<file path="src/shared/blc_pkg.sv">
// constants for the black level calibration control block
// assumes one 25 MHz clock and a simple internal register write port
package blc_pkg;
   localparam logic [7:0] THR_ADDR = 8'h5F;
   localparam logic [7:0] CAL_ADDR = 8'h62;
   localparam logic [15:0] THR_RST = 16'h0000;
   localparam logic [15:0] CAL_RST = 16'h07F8;
   localparam int THR_GAIN_INDEP = 15;
   localparam int THR_HI_MSB = 14;
   localparam int THR_HI_LSB = 8;
   localparam int THR_OVERRIDE = 7;
   localparam int THR_LO_MSB = 5;
   localparam int CAL_NO_SWEEP = 15;
   localparam int CAL_RESTART = 12;
   localparam int CAL_KEEP_HI = 11;
   localparam int CAL_CONT = 2;
   localparam int CAL_DISABLE = 1;
   localparam int CAL_MANUAL = 0;
   localparam logic [6:0] HI_MARGIN = 7'h05;
   localparam logic [9:0] JUMP_BASE = 10'h002;
   localparam logic [9:0] JUMP_NEAR_LIM = 10'h040;
   localparam logic [9:0] JUMP_MID_LIM = 10'h077;
   localparam logic [9:0] JUMP_ADD = 10'h004;
   localparam logic [6:0] CEIL_CAP = 7'h7B;
   localparam logic [6:0] CEIL_MAX = 7'h7F;
   localparam logic [6:0] FLOOR_MAX = 7'h3F;
   localparam logic [6:0] CEIL_RST = 7'h05;
   localparam int FILT_SHIFT = 3;
   localparam logic signed [8:0] OFS_MAX = 9'sh0FF;
   localparam logic signed [8:0] OFS_MIN = -9'sh100;
   localparam logic signed [8:0] OFS_RST = 9'sh000;
   localparam logic [9:0] LVL_RST = 10'h000;
endpackage : blc_pkg

</file>
<file path="src/design/blc_floor_calc.sv">
// automatic lower black level limit from the four gain settings
// assumes gain inputs are stable registers on the same clock
`timescale 1ns/1ps
`default_nettype none
module blc_floor_calc (
   input wire logic [7:0] gain0_i, // gain setting colour 0
   input wire logic [7:0] gain1_i, // gain setting colour 1
   input wire logic [7:0] gain2_i, // gain setting colour 2
   input wire logic [7:0] gain3_i, // gain setting colour 3
   output logic [7:0] largest_gain_setting_o, // largest of the four
   output logic [6:0] auto_floor_o // derived lower limit
);
   function automatic logic [7:0] max8(input logic [7:0] a, input logic [7:0] b);
      return (a > b) ? a : b;
   endfunction : max8

   wire logic [7:0] largest = max8(max8(gain0_i, gain1_i), max8(gain2_i, gain3_i));
   // times (bit6+1) times (bit7+1) is a left shift by bit6+bit7
   wire logic [1:0] shift = {1'b0, largest[6]} + {1'b0, largest[7]};
   wire logic [7:0] scaled = 8'({2'b00, largest[7:2]} << shift);
   // the limit field is six bits wide, so the derived value saturates there [RULE5]
   assign auto_floor_o = (scaled > {1'b0, blc_pkg::FLOOR_MAX}) ? blc_pkg::FLOOR_MAX :
                         scaled[6:0];
   assign largest_gain_setting_o = largest;
endmodule : blc_floor_calc
`default_nettype wire

</file>
<file path="src/design/blc_ctrl.sv">
// black level calibration control: limits, jump tracking, restart, offsets
// assumes the serial decoder gives one-cycle register writes and event pulses
// Function
// RULE1: gain-independent: lower limit is the field; upper reloads from field on restart.
// RULE2: with gain-independence off, both limits are derived automatically.
// RULE3: automatic upper limit defaults to lower limit plus five.
// RULE4: override bit: both limits always follow their fields, no automatic adjust.
// RULE5: automatic lower limit is largest gain over four, scaled by bits six, seven.
// RULE6: upward jump to level under 64: upper becomes lower plus two plus twice overshoot.
// RULE7: upward jump to 64..118 sets upper to level plus four; above 119, 123.
// RULE8: after every average restart the upper limit is restored unless keep is set.
// RULE9: sweep-suppress bit skips the rapid sweep following new settings.
// RULE10: software keeps reserved bits 14:13 at zero and 10:3 at one.
// RULE11: writing restart starts a new average and sweep; the bit reads back zero.
// RULE12: keep bit set means the upper limit is not restored after a sweep.
// RULE13: mode field: during conversion, continuous, or disabled with zero offsets.
// RULE14: manual bit replaces automatic offsets with software values.
// RULE15: average below lower raises offset one step; above upper lowers it.
// RULE16: settings change, recalc or restart resets filter to the first dark average.
// RULE17: a new level of exactly 119 after a jump is capped like above 119.
`timescale 1ns/1ps
`default_nettype none
module blc_ctrl (
   input wire logic mclk_i, // master clock
   input wire logic nrst_i, // async reset, active low
   input wire logic [7:0] reg_addr_i, // register address
   input wire logic [15:0] reg_wdata_i, // write data
   input wire logic reg_we_i, // write strobe, one cycle
   output logic [15:0] reg_rdata_o, // read data, one cycle after address
   input wire logic [7:0] gain0_i, // gain setting colour 0
   input wire logic [7:0] gain1_i, // gain setting colour 1
   input wire logic [7:0] gain2_i, // gain setting colour 2
   input wire logic [7:0] gain3_i, // gain setting colour 3
   input wire logic config_change_i, // gain or timing register changed, pulse
   input wire logic recalc_req_i, // recalc or reset bit set, pulse
   input wire logic adc_active_i, // converter is running
   input wire logic dark_valid_i, // dark row averages ready, pulse
   input wire logic [9:0] dark_avg0_i, // dark average colour 0
   input wire logic [9:0] dark_avg1_i, // dark average colour 1
   input wire logic [9:0] dark_avg2_i, // dark average colour 2
   input wire logic [9:0] dark_avg3_i, // dark average colour 3
   input wire logic [8:0] man_offset0_i, // software offset colour 0
   input wire logic [8:0] man_offset1_i, // software offset colour 1
   input wire logic [8:0] man_offset2_i, // software offset colour 2
   input wire logic [8:0] man_offset3_i, // software offset colour 3
   output logic [8:0] offset0_o, // applied offset colour 0
   output logic [8:0] offset1_o, // applied offset colour 1
   output logic [8:0] offset2_o, // applied offset colour 2
   output logic [8:0] offset3_o, // applied offset colour 3
   output logic cal_apply_o, // offset correction enabled now
   output logic sweep_start_o, // start rapid sweep, pulse
   output logic avg_restart_o, // running average restarted, pulse
   output logic [6:0] black_floor_limit_o, // lower limit in use
   output logic [6:0] black_ceiling_limit_o // upper limit in use
);
   function automatic logic [9:0] filt(input logic [9:0] avg, input logic [9:0] s);
      return avg - (avg >> blc_pkg::FILT_SHIFT) + (s >> blc_pkg::FILT_SHIFT);
   endfunction : filt

   function automatic logic [6:0] jump_ceiling(input logic [9:0] lvl, input logic [6:0] lo);
      logic [9:0] v;
      v = 10'h000;
      if (lvl < blc_pkg::JUMP_NEAR_LIM) begin
         v = {3'b000, lo} + blc_pkg::JUMP_BASE + 10'((lvl - {3'b000, lo}) << 1); // [RULE6]
      end else if (lvl < blc_pkg::JUMP_MID_LIM) begin
         v = lvl + blc_pkg::JUMP_ADD; // [RULE7]
      end else begin
         v = {3'b000, blc_pkg::CEIL_CAP}; // [RULE7] [RULE17]
      end
      return (v > {3'b000, blc_pkg::CEIL_MAX}) ? blc_pkg::CEIL_MAX : v[6:0];
   endfunction : jump_ceiling

   function automatic logic signed [8:0] ofs_step(input logic signed [8:0] o,
         input logic [9:0] lvl, input logic [6:0] lo, input logic [6:0] hi);
      if (lvl < {3'b000, lo} && o != blc_pkg::OFS_MAX) begin
         return o + 9'sh001; // [RULE15]
      end else if (lvl > {3'b000, hi} && o != blc_pkg::OFS_MIN) begin
         return o - 9'sh001; // [RULE15]
      end
      return o;
   endfunction : ofs_step

   logic [15:0] thr_reg, cal_reg, rdata_reg;
   logic [6:0] ceiling_reg, floor_out_reg, ceiling_out_reg;
   logic pending_reg, boot_reg, sweep_reg, restart_reg, apply_reg;
   logic [9:0] avg_reg [4];
   logic signed [8:0] auto_ofs_reg [4];
   logic [8:0] ofs_out_reg [4];
   logic [9:0] samp [4];
   logic [8:0] man_ofs [4];
   logic [9:0] new_lvl [4];
   logic [6:0] auto_floor;
   logic jump_hit;
   logic [9:0] jump_lvl;

   assign samp[0] = dark_avg0_i;
   assign samp[1] = dark_avg1_i;
   assign samp[2] = dark_avg2_i;
   assign samp[3] = dark_avg3_i;
   assign man_ofs[0] = man_offset0_i;
   assign man_ofs[1] = man_offset1_i;
   assign man_ofs[2] = man_offset2_i;
   assign man_ofs[3] = man_offset3_i;

   blc_floor_calc u_floor (
      .gain0_i(gain0_i),
      .gain1_i(gain1_i),
      .gain2_i(gain2_i),
      .gain3_i(gain3_i),
      .largest_gain_setting_o(),
      .auto_floor_o(auto_floor)
   );

   wire logic thr_wr = reg_we_i && (reg_addr_i == blc_pkg::THR_ADDR);
   wire logic cal_wr = reg_we_i && (reg_addr_i == blc_pkg::CAL_ADDR);
   // the restart bit acts on the write itself and is never stored [RULE11]
   wire logic restart_wr = cal_wr && reg_wdata_i[blc_pkg::CAL_RESTART];
   wire logic [15:0] cal_wval = reg_wdata_i & ~(16'h0001 << blc_pkg::CAL_RESTART);
   wire logic gain_indep = thr_reg[blc_pkg::THR_GAIN_INDEP];
   wire logic override = thr_reg[blc_pkg::THR_OVERRIDE];
   wire logic [6:0] field_lo = {1'b0, thr_reg[blc_pkg::THR_LO_MSB:0]};
   wire logic [6:0] field_hi = thr_reg[blc_pkg::THR_HI_MSB:blc_pkg::THR_HI_LSB];
   wire logic keep_hi = cal_reg[blc_pkg::CAL_KEEP_HI];
   wire logic no_sweep = cal_reg[blc_pkg::CAL_NO_SWEEP];
   wire logic cal_off = cal_reg[blc_pkg::CAL_DISABLE];
   wire logic cal_cont = cal_reg[blc_pkg::CAL_CONT];
   wire logic manual = cal_reg[blc_pkg::CAL_MANUAL];

   wire logic [6:0] floor_eff = (override || gain_indep) ? field_lo : auto_floor; // [RULE1] [RULE2] [RULE4]
   wire logic avg_restart = restart_wr || recalc_req_i || config_change_i; // [RULE16]
   // suppression only holds back settings changes; an explicit restart always sweeps
   wire logic sweep_now = restart_wr || recalc_req_i || (config_change_i && !no_sweep); // [RULE9] [RULE11]
   wire logic restore_evt = (avg_restart && !keep_hi) || boot_reg; // [RULE8] [RULE12]
   wire logic [6:0] restore_val = gain_indep ? field_hi : 7'(floor_eff + blc_pkg::HI_MARGIN); // [RULE1] [RULE3]
   wire logic [6:0] ceiling_eff = override ? field_hi : ceiling_reg; // [RULE4]
   wire logic [6:0] jump_val = jump_ceiling(jump_lvl, floor_eff);
   wire logic [6:0] ceiling_next = restore_evt ? restore_val :
                                   (jump_hit && !override) ? jump_val : ceiling_reg; // [RULE4]
   // a restart in the same cycle as a sample keeps the filter waiting: set wins
   wire logic pending_next = avg_restart || (pending_reg && !dark_valid_i);
   wire logic [15:0] rdata_next = (reg_addr_i == blc_pkg::THR_ADDR) ? thr_reg :
                                  (reg_addr_i == blc_pkg::CAL_ADDR) ? cal_reg : 16'h0000;

   always_comb begin
      for (int c = 0; c < 4; c++) begin
         new_lvl[c] = pending_reg ? samp[c] : filt(avg_reg[c], samp[c]); // [RULE16]
      end
   end

   // lowest colour wins when several jump in the same frame
   always_comb begin
      jump_hit = 1'b0;
      jump_lvl = 10'h000;
      for (int c = 3; c >= 0; c--) begin
         if (dark_valid_i && !pending_reg && avg_reg[c] < {3'b000, floor_eff} &&
             new_lvl[c] > {3'b000, ceiling_eff}) begin
            jump_hit = 1'b1;
            jump_lvl = new_lvl[c];
         end
      end
   end

   always_ff @(posedge mclk_i or negedge nrst_i) begin
      if (!nrst_i) begin
         thr_reg <= blc_pkg::THR_RST;
         cal_reg <= blc_pkg::CAL_RST;
         rdata_reg <= 16'h0000;
         ceiling_reg <= blc_pkg::CEIL_RST;
         floor_out_reg <= blc_pkg::CEIL_RST;
         ceiling_out_reg <= blc_pkg::CEIL_RST;
         pending_reg <= 1'b1;
         boot_reg <= 1'b1;
         sweep_reg <= 1'b0;
         restart_reg <= 1'b0;
         apply_reg <= 1'b0;
      end else begin
         if (thr_wr) begin
            thr_reg <= reg_wdata_i;
         end
         if (cal_wr) begin
            cal_reg <= cal_wval;
         end
         rdata_reg <= rdata_next;
         ceiling_reg <= ceiling_next;
         floor_out_reg <= floor_eff;
         ceiling_out_reg <= ceiling_eff;
         pending_reg <= pending_next;
         boot_reg <= 1'b0;
         sweep_reg <= sweep_now;
         restart_reg <= avg_restart;
         apply_reg <= !cal_off && (cal_cont || adc_active_i); // [RULE13]
      end
   end

   always_ff @(posedge mclk_i or negedge nrst_i) begin
      if (!nrst_i) begin
         for (int c = 0; c < 4; c++) begin
            avg_reg[c] <= blc_pkg::LVL_RST;
            auto_ofs_reg[c] <= blc_pkg::OFS_RST;
            ofs_out_reg[c] <= 9'h000;
         end
      end else begin
         for (int c = 0; c < 4; c++) begin
            if (dark_valid_i) begin
               avg_reg[c] <= new_lvl[c];
            end
            if (dark_valid_i && !manual) begin
               auto_ofs_reg[c] <= ofs_step(auto_ofs_reg[c], new_lvl[c], floor_eff, ceiling_eff);
            end
            ofs_out_reg[c] <= cal_off ? 9'h000 : manual ? man_ofs[c] : auto_ofs_reg[c]; // [RULE13] [RULE14]
         end
      end
   end

   assign reg_rdata_o = rdata_reg;
   assign offset0_o = ofs_out_reg[0];
   assign offset1_o = ofs_out_reg[1];
   assign offset2_o = ofs_out_reg[2];
   assign offset3_o = ofs_out_reg[3];
   assign cal_apply_o = apply_reg;
   assign sweep_start_o = sweep_reg;
   assign avg_restart_o = restart_reg;
   assign black_floor_limit_o = floor_out_reg;
   assign black_ceiling_limit_o = ceiling_out_reg;
endmodule : blc_ctrl
`default_nettype wire

</file>
<file path="config.mk">
export PLATFORM = sky130hd
export DESIGN_NAME = blc_ctrl
export DESIGN_NICKNAME = d
export VERILOG_FILES = /design/src/shared/blc_pkg.sv /design/src/design/blc_floor_calc.sv /design/src/design/blc_ctrl.sv
export SDC_FILE = /design/constraint.sdc
export NUM_CORES = 1
export LEC_CHECK = 0
export CORE_MARGIN = 5
export CORE_UTILIZATION = 35
export DETAILED_ROUTE_END_ITERATION = 6
export DONT_BUFFER_PORTS = 1
export GPL_TIMING_DRIVEN = 0
export PLACE_DENSITY = 0.52
export SETUP_SLACK_MARGIN = 0.15
export SKIP_CTS_REPAIR_TIMING = 1
export SKIP_LAST_GASP = 1
export SLEW_MARGIN = 10
export SYNTH_ARGS = -nofsm -noshare
export SYNTH_HDL_FRONTEND = slang
export SYNTH_HIERARCHICAL = 1
export SYNTH_SLANG_ARGS = --single-unit
</file>
<file path="constraint.sdc">
create_clock -name mclk_i -period 7.6 [get_ports mclk_i]
set_input_delay 0.38 -clock mclk_i [delete_from_list [all_inputs] [get_ports mclk_i]]
set_output_delay 0.38 -clock mclk_i [all_outputs]
set_load 0.005 [all_outputs]
</file>
==> results of run 1 <==
==> worst reg2reg max path, delay by kind of cell, from the launching register on <==
kind            cells  cell delay (ps)
compound gates     14             3510
buf+inv             9             2970
fa+ha+maj           4             1160
simple gates        6              640
flops               1              540
xor+xnor            2              240
mux                 1              200
==> final cells by class <==
cell class,instances,area [um2],area share
Timing Repair Buffer,70,597,0.0322
Sequential cell,185,4650,0.251
Clock buffer,22,474,0.0256
Buffer,45,216,0.0117
Clock inverter,10,129,0.00695
Multi-Input combinational cell,1244,10900,0.588
Inverter,213,835,0.0450
Tap cell,592,741,0.0400
==> how the worst min path moves through the flow <==
stage,startpoint,endpoint,slack [ps],cells after the start
after global placement,nrst_i,offset3_o[5],90,0
after detailed placement,nrst_i,offset3_o[5],90,0
after floorplan,nrst_i,auto_ofs_reg[0],80,0
final,nrst_i,offset3_o[2],-40,1
after global routing,nrst_i,offset3_o[2],40,1
after CTS,nrst_i,offset3_o[4],-410,0
==> power by group <==
part	switching (W)	total (W)	internal [W]	leakage, nW
Clock	0.000422	0.000940	0.000518	0.293
Sequential	0.000334	0.00163	0.00129	2.22
Combinational	0.00206	0.00387	0.00181	5.97
Total	0.00282	0.00644	0.00362	8.48
==> metal layers <==
| metal | global-route usage | wire (um) | part of all wire |
|---|---|---|---|
| met1 | 0.246 | 21900 | 0.45 |
| met2 | 0.324 | 24200 | 0.49 |
| met3 | 0.0342 | 2030 | 0.041 |
| met4 | 0.0489 | 1030 | 0.021 |
| met5 | 0 | 0 | 0 |
==> per-stage QoR <==
step,instances,power [W],cell area [um2]
3_3_place_gp,2279,0.00495,16700
4_1_cts,2315,0.00605,17400
6_report,2381,0.00644,18500
2_1_floorplan,1687,0.00418,16000
5_1_grt,2381,0.00698,18500
3_5_place_dp,2283,0.00507,16800
==> results.json, run 1 <==
{
  "antenna_found_initial": 2,
  "fin_ws_ps": -2480,
  "leakage_nw": 8.48,
  "period_minus_slack_ps": 10080,
  "ant_nets": 0,
  "place.gp.congestion": 0.873,
  "pre_cts_slack_ps": -3710,
  "drc": 0,
  "cts_made_buffers": 17,
  "hold_ws_ps": -42.8,
  "rsz0062_at_grt": "true",
  "core_region_area_mm2": 0.0444,
  "fin_setup_tns_ps": -21100,
  "netlist_instances": 1687,
  "utilization": 0.417,
  "critPathLaunchType": "input pin",
  "die_area_mm2": 0.0494,
  "grt_pass1_vias": 12500,
  "crit_type": "in -> reg",
  "layout_commonest_cell": "inv_1",
  "clockBufferDepth": 2,
  "clk_pin_slew_ps": 70,
  "timing.reg2reg.setup_slack_ps": -1780,
  "nFillCells": 4367,
  "power_density_mw_per_mm2": 348,
  "mappedNetlistArea_mm2": 0.0158,
  "synth_area_per_cell_um2": 9.35,
  "max_cap_violations": 0,
  "endpoint": "ceiling_reg[3]",
  "cts_sinks": 185,
  "first_pass_iters": 5,
  "fin_nets": 2148,
  "crit_buf_inv": 9,
  "grt_max_degree": 186,
  "io_buffers": 0,
  "overflow": 0,
  "min_period_over_period": 1.33,
  "io_pins": 208,
  "die_h_um": 222,
  "dr_total_vias": 12800,
  "r2r_cells": 36,
  "path_delay_family": "compound AO/OA/AOI/OAI gates",
  "rows": 77,
  "drt-total-wl_mm": 49.1,
  "grtUsageTotal": 0.189,
  "ir_drop_mv": 0.202,
  "end_kind": "register",
  "clk_latency_ps": 470,
  "diodes": 0,
  "start_util": 0.355,
  "max_freq_ghz": 0.0992,
  "fp.dieW_um": 222,
  "hold_class": "in -> async",
  "r2r_end": "ceiling_reg[3]",
  "crit_required_ps": 7950,
  "layout_common_cells": "197 x inv_1, 176 x ha_1, 169 x dfrtp_1",
  "drv_slew": 0,
  "hold_viol_final": 7,
  "outcome": "finished with violations",
  "arrival_ps": 10430,
  "drive_gt1_frac": 0.192,
  "syn-num-nets": 2059,
  "startpoint": "gain1_i[7]",
  "cts_root_buf": "clkbuf_16",
  "grt_pass1_wl_mm": 73.3,
  "yosys_warnings": 6,
  "setup_viol": 19,
  "cts_tree": "yes",
  "tightest_slew_ps": 1090,
  "largest_reg_flops": 40,
  "finClkSkew_ps": 14.9,
  "htree_num_levels": 4,
  "drt_iter0_drc": 726,
  "area_growth_pct": 17.5,
  "failed_checks": "hold timing, setup timing",
  "cp_num_cells": 52,
  "reg2reg_from": "pending_reg",
  "critPathMaxFanout": 7,
  "place_hpwl_mm": 38.0,
  "wire_per_inst_um": 20.6,
  "vias_per_cell": 5.38,
  "slew_headroom": 0.274,
  "critPathMaxStageDelay_ps": 530,
  "crit_slowest_cell": "mux4_2"
}
Power figures use the tool's default switching activity.
==> run 2: changes to the inputs <==
Settings changed: RECOVER_POWER set to 100.
==> results.json, run 2 (synthesis results as in run 1) <==
{
  "outcome": "finished with violations",
  "failed_checks": "capacitance limit, slew limit, setup timing",
  "critPathMaxFanout": 7,
  "cts_sinks": 185,
  "drt_iter0_drc": 716,
  "fin_nets": 2148,
  "p_seq_frac": 0.253,
  "crit_type": "in -> reg",
  "sw_frac_of_total": 0.437,
  "die_h_um": 222,
  "die_area_mm2": 0.0494,
  "htree_num_levels": 4,
  "dr_total_vias": 12800,
  "fin_ws_ps": -2480,
  "drv_slew": 186,
  "rows": 77,
  "drc": 0,
  "finClkSkew_ps": 13.6,
  "antenna_found_initial": 2,
  "hold_ws_ps": 42.8,
  "power_density_mw_per_mm2": 347,
  "end_kind": "register",
  "timing.reg2reg.setup_slack_ps": -2050,
  "io_pins": 208,
  "critPathLaunchType": "input pin",
  "wire_per_inst_um": 20.6,
  "internal_power_w": 0.00361,
  "first_pass_iters": 5,
  "hold_viol_final": 0,
  "netSwitchingPower_w": 0.00281,
  "io_buffers": 0,
  "vias_per_cell": 5.36,
  "max_freq_ghz": 0.0992,
  "fin_setup_tns_ps": -21160,
  "layout_commonest_cell": "inv_1",
  "r2r_cells": 36,
  "layout_common_cells": "197 x inv_1, 176 x ha_1, 169 x dfrtp_1",
  "ant_nets": 0,
  "slew_headroom": -2.21,
  "setup_viol": 19,
  "crit_slowest_cell": "mux4_2",
  "drive_gt1_frac": 0.186,
  "critPathMaxStageDelay_ps": 530,
  "grt_max_degree": 186,
  "grt_pass1_wl_mm": 73.3,
  "arrival_ps": 10420,
  "min_period_over_period": 1.33,
  "endpoint": "ceiling_reg[3]",
  "drt-total-wl_mm": 48.9,
  "ir_drop_mv": 0.201,
  "start_util": 0.355,
  "largest_reg_flops": 40,
  "nFillCells": 4375,
  "crit_required_ps": 7950,
  "fp.dieW_um": 222,
  "tightest_slew_ps": 4810,
  "hold_class": "in -> reg",
  "max_cap_violations": 1,
  "multi_input_area_mm2": 0.0109,
  "rsz0062_at_grt": "true",
  "cts_made_buffers": 17,
  "register_area_mm2": 0.00465,
  "overflow": 0,
  "combPwrFrac": 0.601,
  "area_growth_pct": 17.2,
  "diodes": 0,
  "clk_pin_slew_ps": 70,
  "startpoint": "gain1_i[7]",
  "clockBufferDepth": 2,
  "place.gp.congestion": 0.873,
  "reg2reg_from": "pending_reg",
  "cts_tree": "yes",
  "grt_pass1_vias": 12500,
  "leakage_nw": 8.46,
  "place_hpwl_mm": 38.0,
  "clk_latency_ps": 460,
  "pwr-share-clk": 0.146,
  "cts_root_buf": "clkbuf_16",
  "grtUsageTotal": 0.189,
  "r2r_end": "ceiling_reg[3]",
  "period_minus_slack_ps": 10080,
  "core_region_area_mm2": 0.0444
}
==> run 2: cell types whose count changed in the layout (fill, tap and decap cells not counted), sizes merged <==
cell	previous run	this run
clkbuf	51	57
buf	86	80
==> run 2: final cells by class <==
cell class / instances / share of cell area
multi-input combinational: 1244 / 0.588
sequential: 185 / 0.251
inverter: 213 / 0.0451
tap: 592 / 0.0400
timing repair buffer: 70 / 0.0311
clock buffer: 22 / 0.0256
buffer: 45 / 0.0116
clock inverter: 10 / 0.00697
==> run 2: through the flow <==
stage,cells,area (um2),utilization,worst slack (ps),total power (W)
2_1_floorplan,1687,16000,-,-2190,0.00418
3_3_place_gp,2279,16700,0.376,-4200,0.00495
3_5_place_dp,2283,16800,0.378,-3710,0.00507
4_1_cts,2315,17400,0.391,-3260,0.00605
5_1_grt,2381,18500,0.416,-2820,0.00697
6_report,2381,18500,0.416,-2480,0.00642
==> run 2: power groups by stage <==
stage	registers, W	logic [W]	clock network (W)
floorplan	0.00151	0.00268	0
global placement	0.00165	0.00330	0
detailed placement	0.00165	0.00342	0
CTS	0.00164	0.00345	0.000963
global route	0.00167	0.00430	0.00100
finish	0.00163	0.00386	0.000935
==> run 2: critical path: cells and delay by family <==
kind	cells	cell delay [ps]
compound gates	17	3320
xor+xnor	2	240
fa+ha+maj	7	1930
buf+inv	9	970
mux	5	1330
simple gates	12	2220
==> run 2: layer usage <==
| layer | track usage | up-vias | wire length [um] |
|---|---|---|---|
| met1 | 0.246 | 6289 | 21700 |
| li1 | - | 6158 | - |
| met2 | 0.324 | 260 | 24100 |
| met3 | 0.0342 | 52 | 2130 |
| met4 | 0.0489 | 0 | 1040 |
| met5 | 0 | - | 0 |
==> run 2: how the worst min path moves through the flow <==
stage                         start         endpoint  slack, ps  cells after the start
global placement             nrst_i     offset3_o[5]         90                      0
finish                 recalc_req_i    sweep_start_o         40                      2
global route        reg_wdata_i[15]      cal_reg[15]         40                      1
floorplan                    nrst_i  auto_ofs_reg[0]         80                      0
detailed placement           nrst_i     offset3_o[5]         90                      0
CTS                          nrst_i     offset3_o[4]       -410                      0
==> run 3: changes to the inputs <==
Settings changed: ABC_AREA set to 0, SYNTH_HIERARCHICAL 1 to not set.
==> results.json, run 3 <==
{
  "outcome": "finished with violations",
  "failed_checks": "capacitance limit, slew limit, setup timing",
  "utilization": 0.429,
  "drv_slew": 186,
  "netSwitchingPower_w": 0.00295,
  "ant_nets": 0,
  "max_cap_violations": 1,
  "end_kind": "register",
  "die_area_mm2": 0.0491,
  "drc": 0,
  "ys_seq_area_frac": 0.297,
  "vias_per_cell": 5.39,
  "drt-total-wl_mm": 49.3,
  "fin_area_mm2": 0.0190,
  "setup_viol": 34,
  "grt_pass1_vias": 12700,
  "netlist_instances": 1702,
  "sw_frac_of_total": 0.437,
  "rows": 77,
  "min_period_over_period": 1.31,
  "dr_total_vias": 13100,
  "fp.dieW_um": 221,
  "synth-edff-count": 0,
  "max_freq_ghz": 0.100,
  "tightest_slew_ps": 4760,
  "hold_class": "in -> reg",
  "synth_area_leaders": "dfrtp_1 27%, ha_1 15%, inv_1 5.1%",
  "cp_common_cell": "ha_1",
  "io_buffers": 0,
  "layout_common_cells": "202 x inv_1, 169 x dfrtp_1, 156 x ha_1",
  "crit_buf_inv": 6,
  "overflow": 0,
  "cts_root_buf": "clkbuf_16",
  "synth_area_per_cell_um2": 9.20,
  "mappedNetlistArea_mm2": 0.0157,
  "largest_reg_flops": 40,
  "cp_num_cells": 53,
  "ir_drop_mv": 0.138,
  "nFillCells": 4272,
  "internal_power_w": 0.00380,
  "grt_pass1_wl_mm": 74.1,
  "critPathMaxFanout": 7,
  "place.gp.congestion": 0.854,
  "multi_input_area_mm2": 0.0110,
  "crit_slowest_cell": "or3_4",
  "min_path_cells": 2,
  "fin_cells": 2433,
  "p_seq_frac": 0.239,
  "drive_gt1_frac": 0.203,
  "synth_top_area_frac": 0.270,
  "fin_nets": 2183,
  "cts_made_buffers": 17,
  "grtUsageTotal": 0.192,
  "path_delay_family": "compound AO/OA/AOI/OAI gates",
  "area_growth_pct": 21.1,
  "synth_common_cells": "214 x inv_1, 183 x ha_1, 169 x dfrtp_1, 119 x nor2_1, 114 x a21oi_1",
  "placed_cell_area_mm2": 0.0169,
  "period_minus_slack_ps": 9950,
  "antenna_found_initial": 2,
  "clk_latency_ps": 470,
  "core_region_area_mm2": 0.0442,
  "clk_pin_slew_ps": 80,
  "crit_type": "in -> reg",
  "synthArstFlopShare": 1.00,
  "clockBufferDepth": 2,
  "synth_largest_area_cell": "dfrtp_1",
  "drt_iter0_drc": 787,
  "critPathLaunchType": "input pin",
  "grt_max_degree": 186,
  "power_density_mw_per_mm2": 356,
  "ys_ff_latch": 185,
  "cts_sinks": 185,
  "dp_cells": 2305,
  "hold_viol_final": 0,
  "synth.distinct_cells": 100,
  "arrival_ps": 10300,
  "slew_headroom": -2.17,
  "layout_commonest_cell": "inv_1",
  "die_h_um": 221,
  "htree_num_levels": 4,
  "wire_per_inst_um": 20.3,
  "pwr-share-clk": 0.144,
  "fin_ws_ps": -2350,
  "start_util": 0.354,
  "synth.most_common_cell": "inv_1",
  "first_pass_iters": 5,
  "cts_tree": "yes",
  "rsz0062_at_grt": "true",
  "hold_ws_ps": 35.3,
  "critPathMaxStageDelay_ps": 410,
  "io_pins": 208,
  "register_area_mm2": 0.00465,
  "finClkSkew_ps": 15.2,
  "synth_ff_type": "dfrtp_1",
  "crit_required_ps": 7950,
  "combPwrFrac": 0.617,
  "place_hpwl_mm": 38.2,
  "leakage_nw": 8.65,
  "yosys_warnings": 0,
  "r2r_cells": 38
}
## run 3: path summary, 6_finish.rpt
check                              from              end  slack [ps]
max reg2reg                 pending_reg   ceiling_reg[3]       -1920
max in group asynchronous        nrst_i       avg_reg[3]        3270
min                        adc_active_i      cal_apply_o          40
min reg2reg                 cal_reg[14]  reg_rdata_o[14]         500
min in group asynchronous        nrst_i       cal_reg[1]        1600
max                          gain0_i[1]   ceiling_reg[3]       -2350
## run 3: metal layers
layer	track usage	vias up	routed length (um)
met2	0.313	308	23200
li1	-	6295	-
met1	0.258	6440	22300
met3	0.0437	57	2840
met4	0.0541	4	994
met5	0	-	26
## run 3: worst reg2reg max path: cells and delay by family, from the launching register on
kind / cells / cell delay [ps]
AND/OR/NAND/NOR: 6 / 790
multiplexers: 1 / 250
buffers and inverters: 7 / 2530
XOR/XNOR: 1 / 130
AO/OA/AOI/OAI: 19 / 3750
flip-flops: 1 / 520
adder cells (fa/ha/maj): 4 / 1430
## run 3: final cells by class
type,count,area share
multi-input cells,1262,0.578
flip-flops and latches,185,0.245
repair buffers,96,0.0463
inverters,215,0.0448
well taps,592,0.0391
clock buffers,17,0.0224
plain buffers,50,0.0129
clock inverters,15,0.0110
diodes,1,0.000132
## run 3: power groups by stage
stage | Clock (W) | Combinational (W) | Sequential [W]
after floorplan | 0 | 0.00282 | 0.00151
after global placement | 0 | 0.00347 | 0.00163
after detailed placement | 0 | 0.00354 | 0.00164
after CTS | 0.00100 | 0.00356 | 0.00162
after global routing | 0.00104 | 0.00464 | 0.00166
final | 0.000973 | 0.00417 | 0.00161
## run 3: through the flow
step	setup WS, ps	setup TNS [ps]	power, W
after floorplan	-1710	-11870	0.00433
after global placement	-3690	-45570	0.00510
after detailed placement	-3800	-47910	0.00518
after CTS	-3330	-30560	0.00618
after global routing	-2850	-46880	0.00733
final	-2350	-32010	0.00675
## run 3: cell families after synthesis
family          after synthesis  share of synthesized area
other cells                   2                   0.000480
simple gates                367                      0.113
fa+ha+maj                   220                      0.192
flops                       185                      0.297
mux                         131                     0.0896
xor+xnor                     69                     0.0386
compound gates              463                      0.205
buf+inv                     265                     0.0649
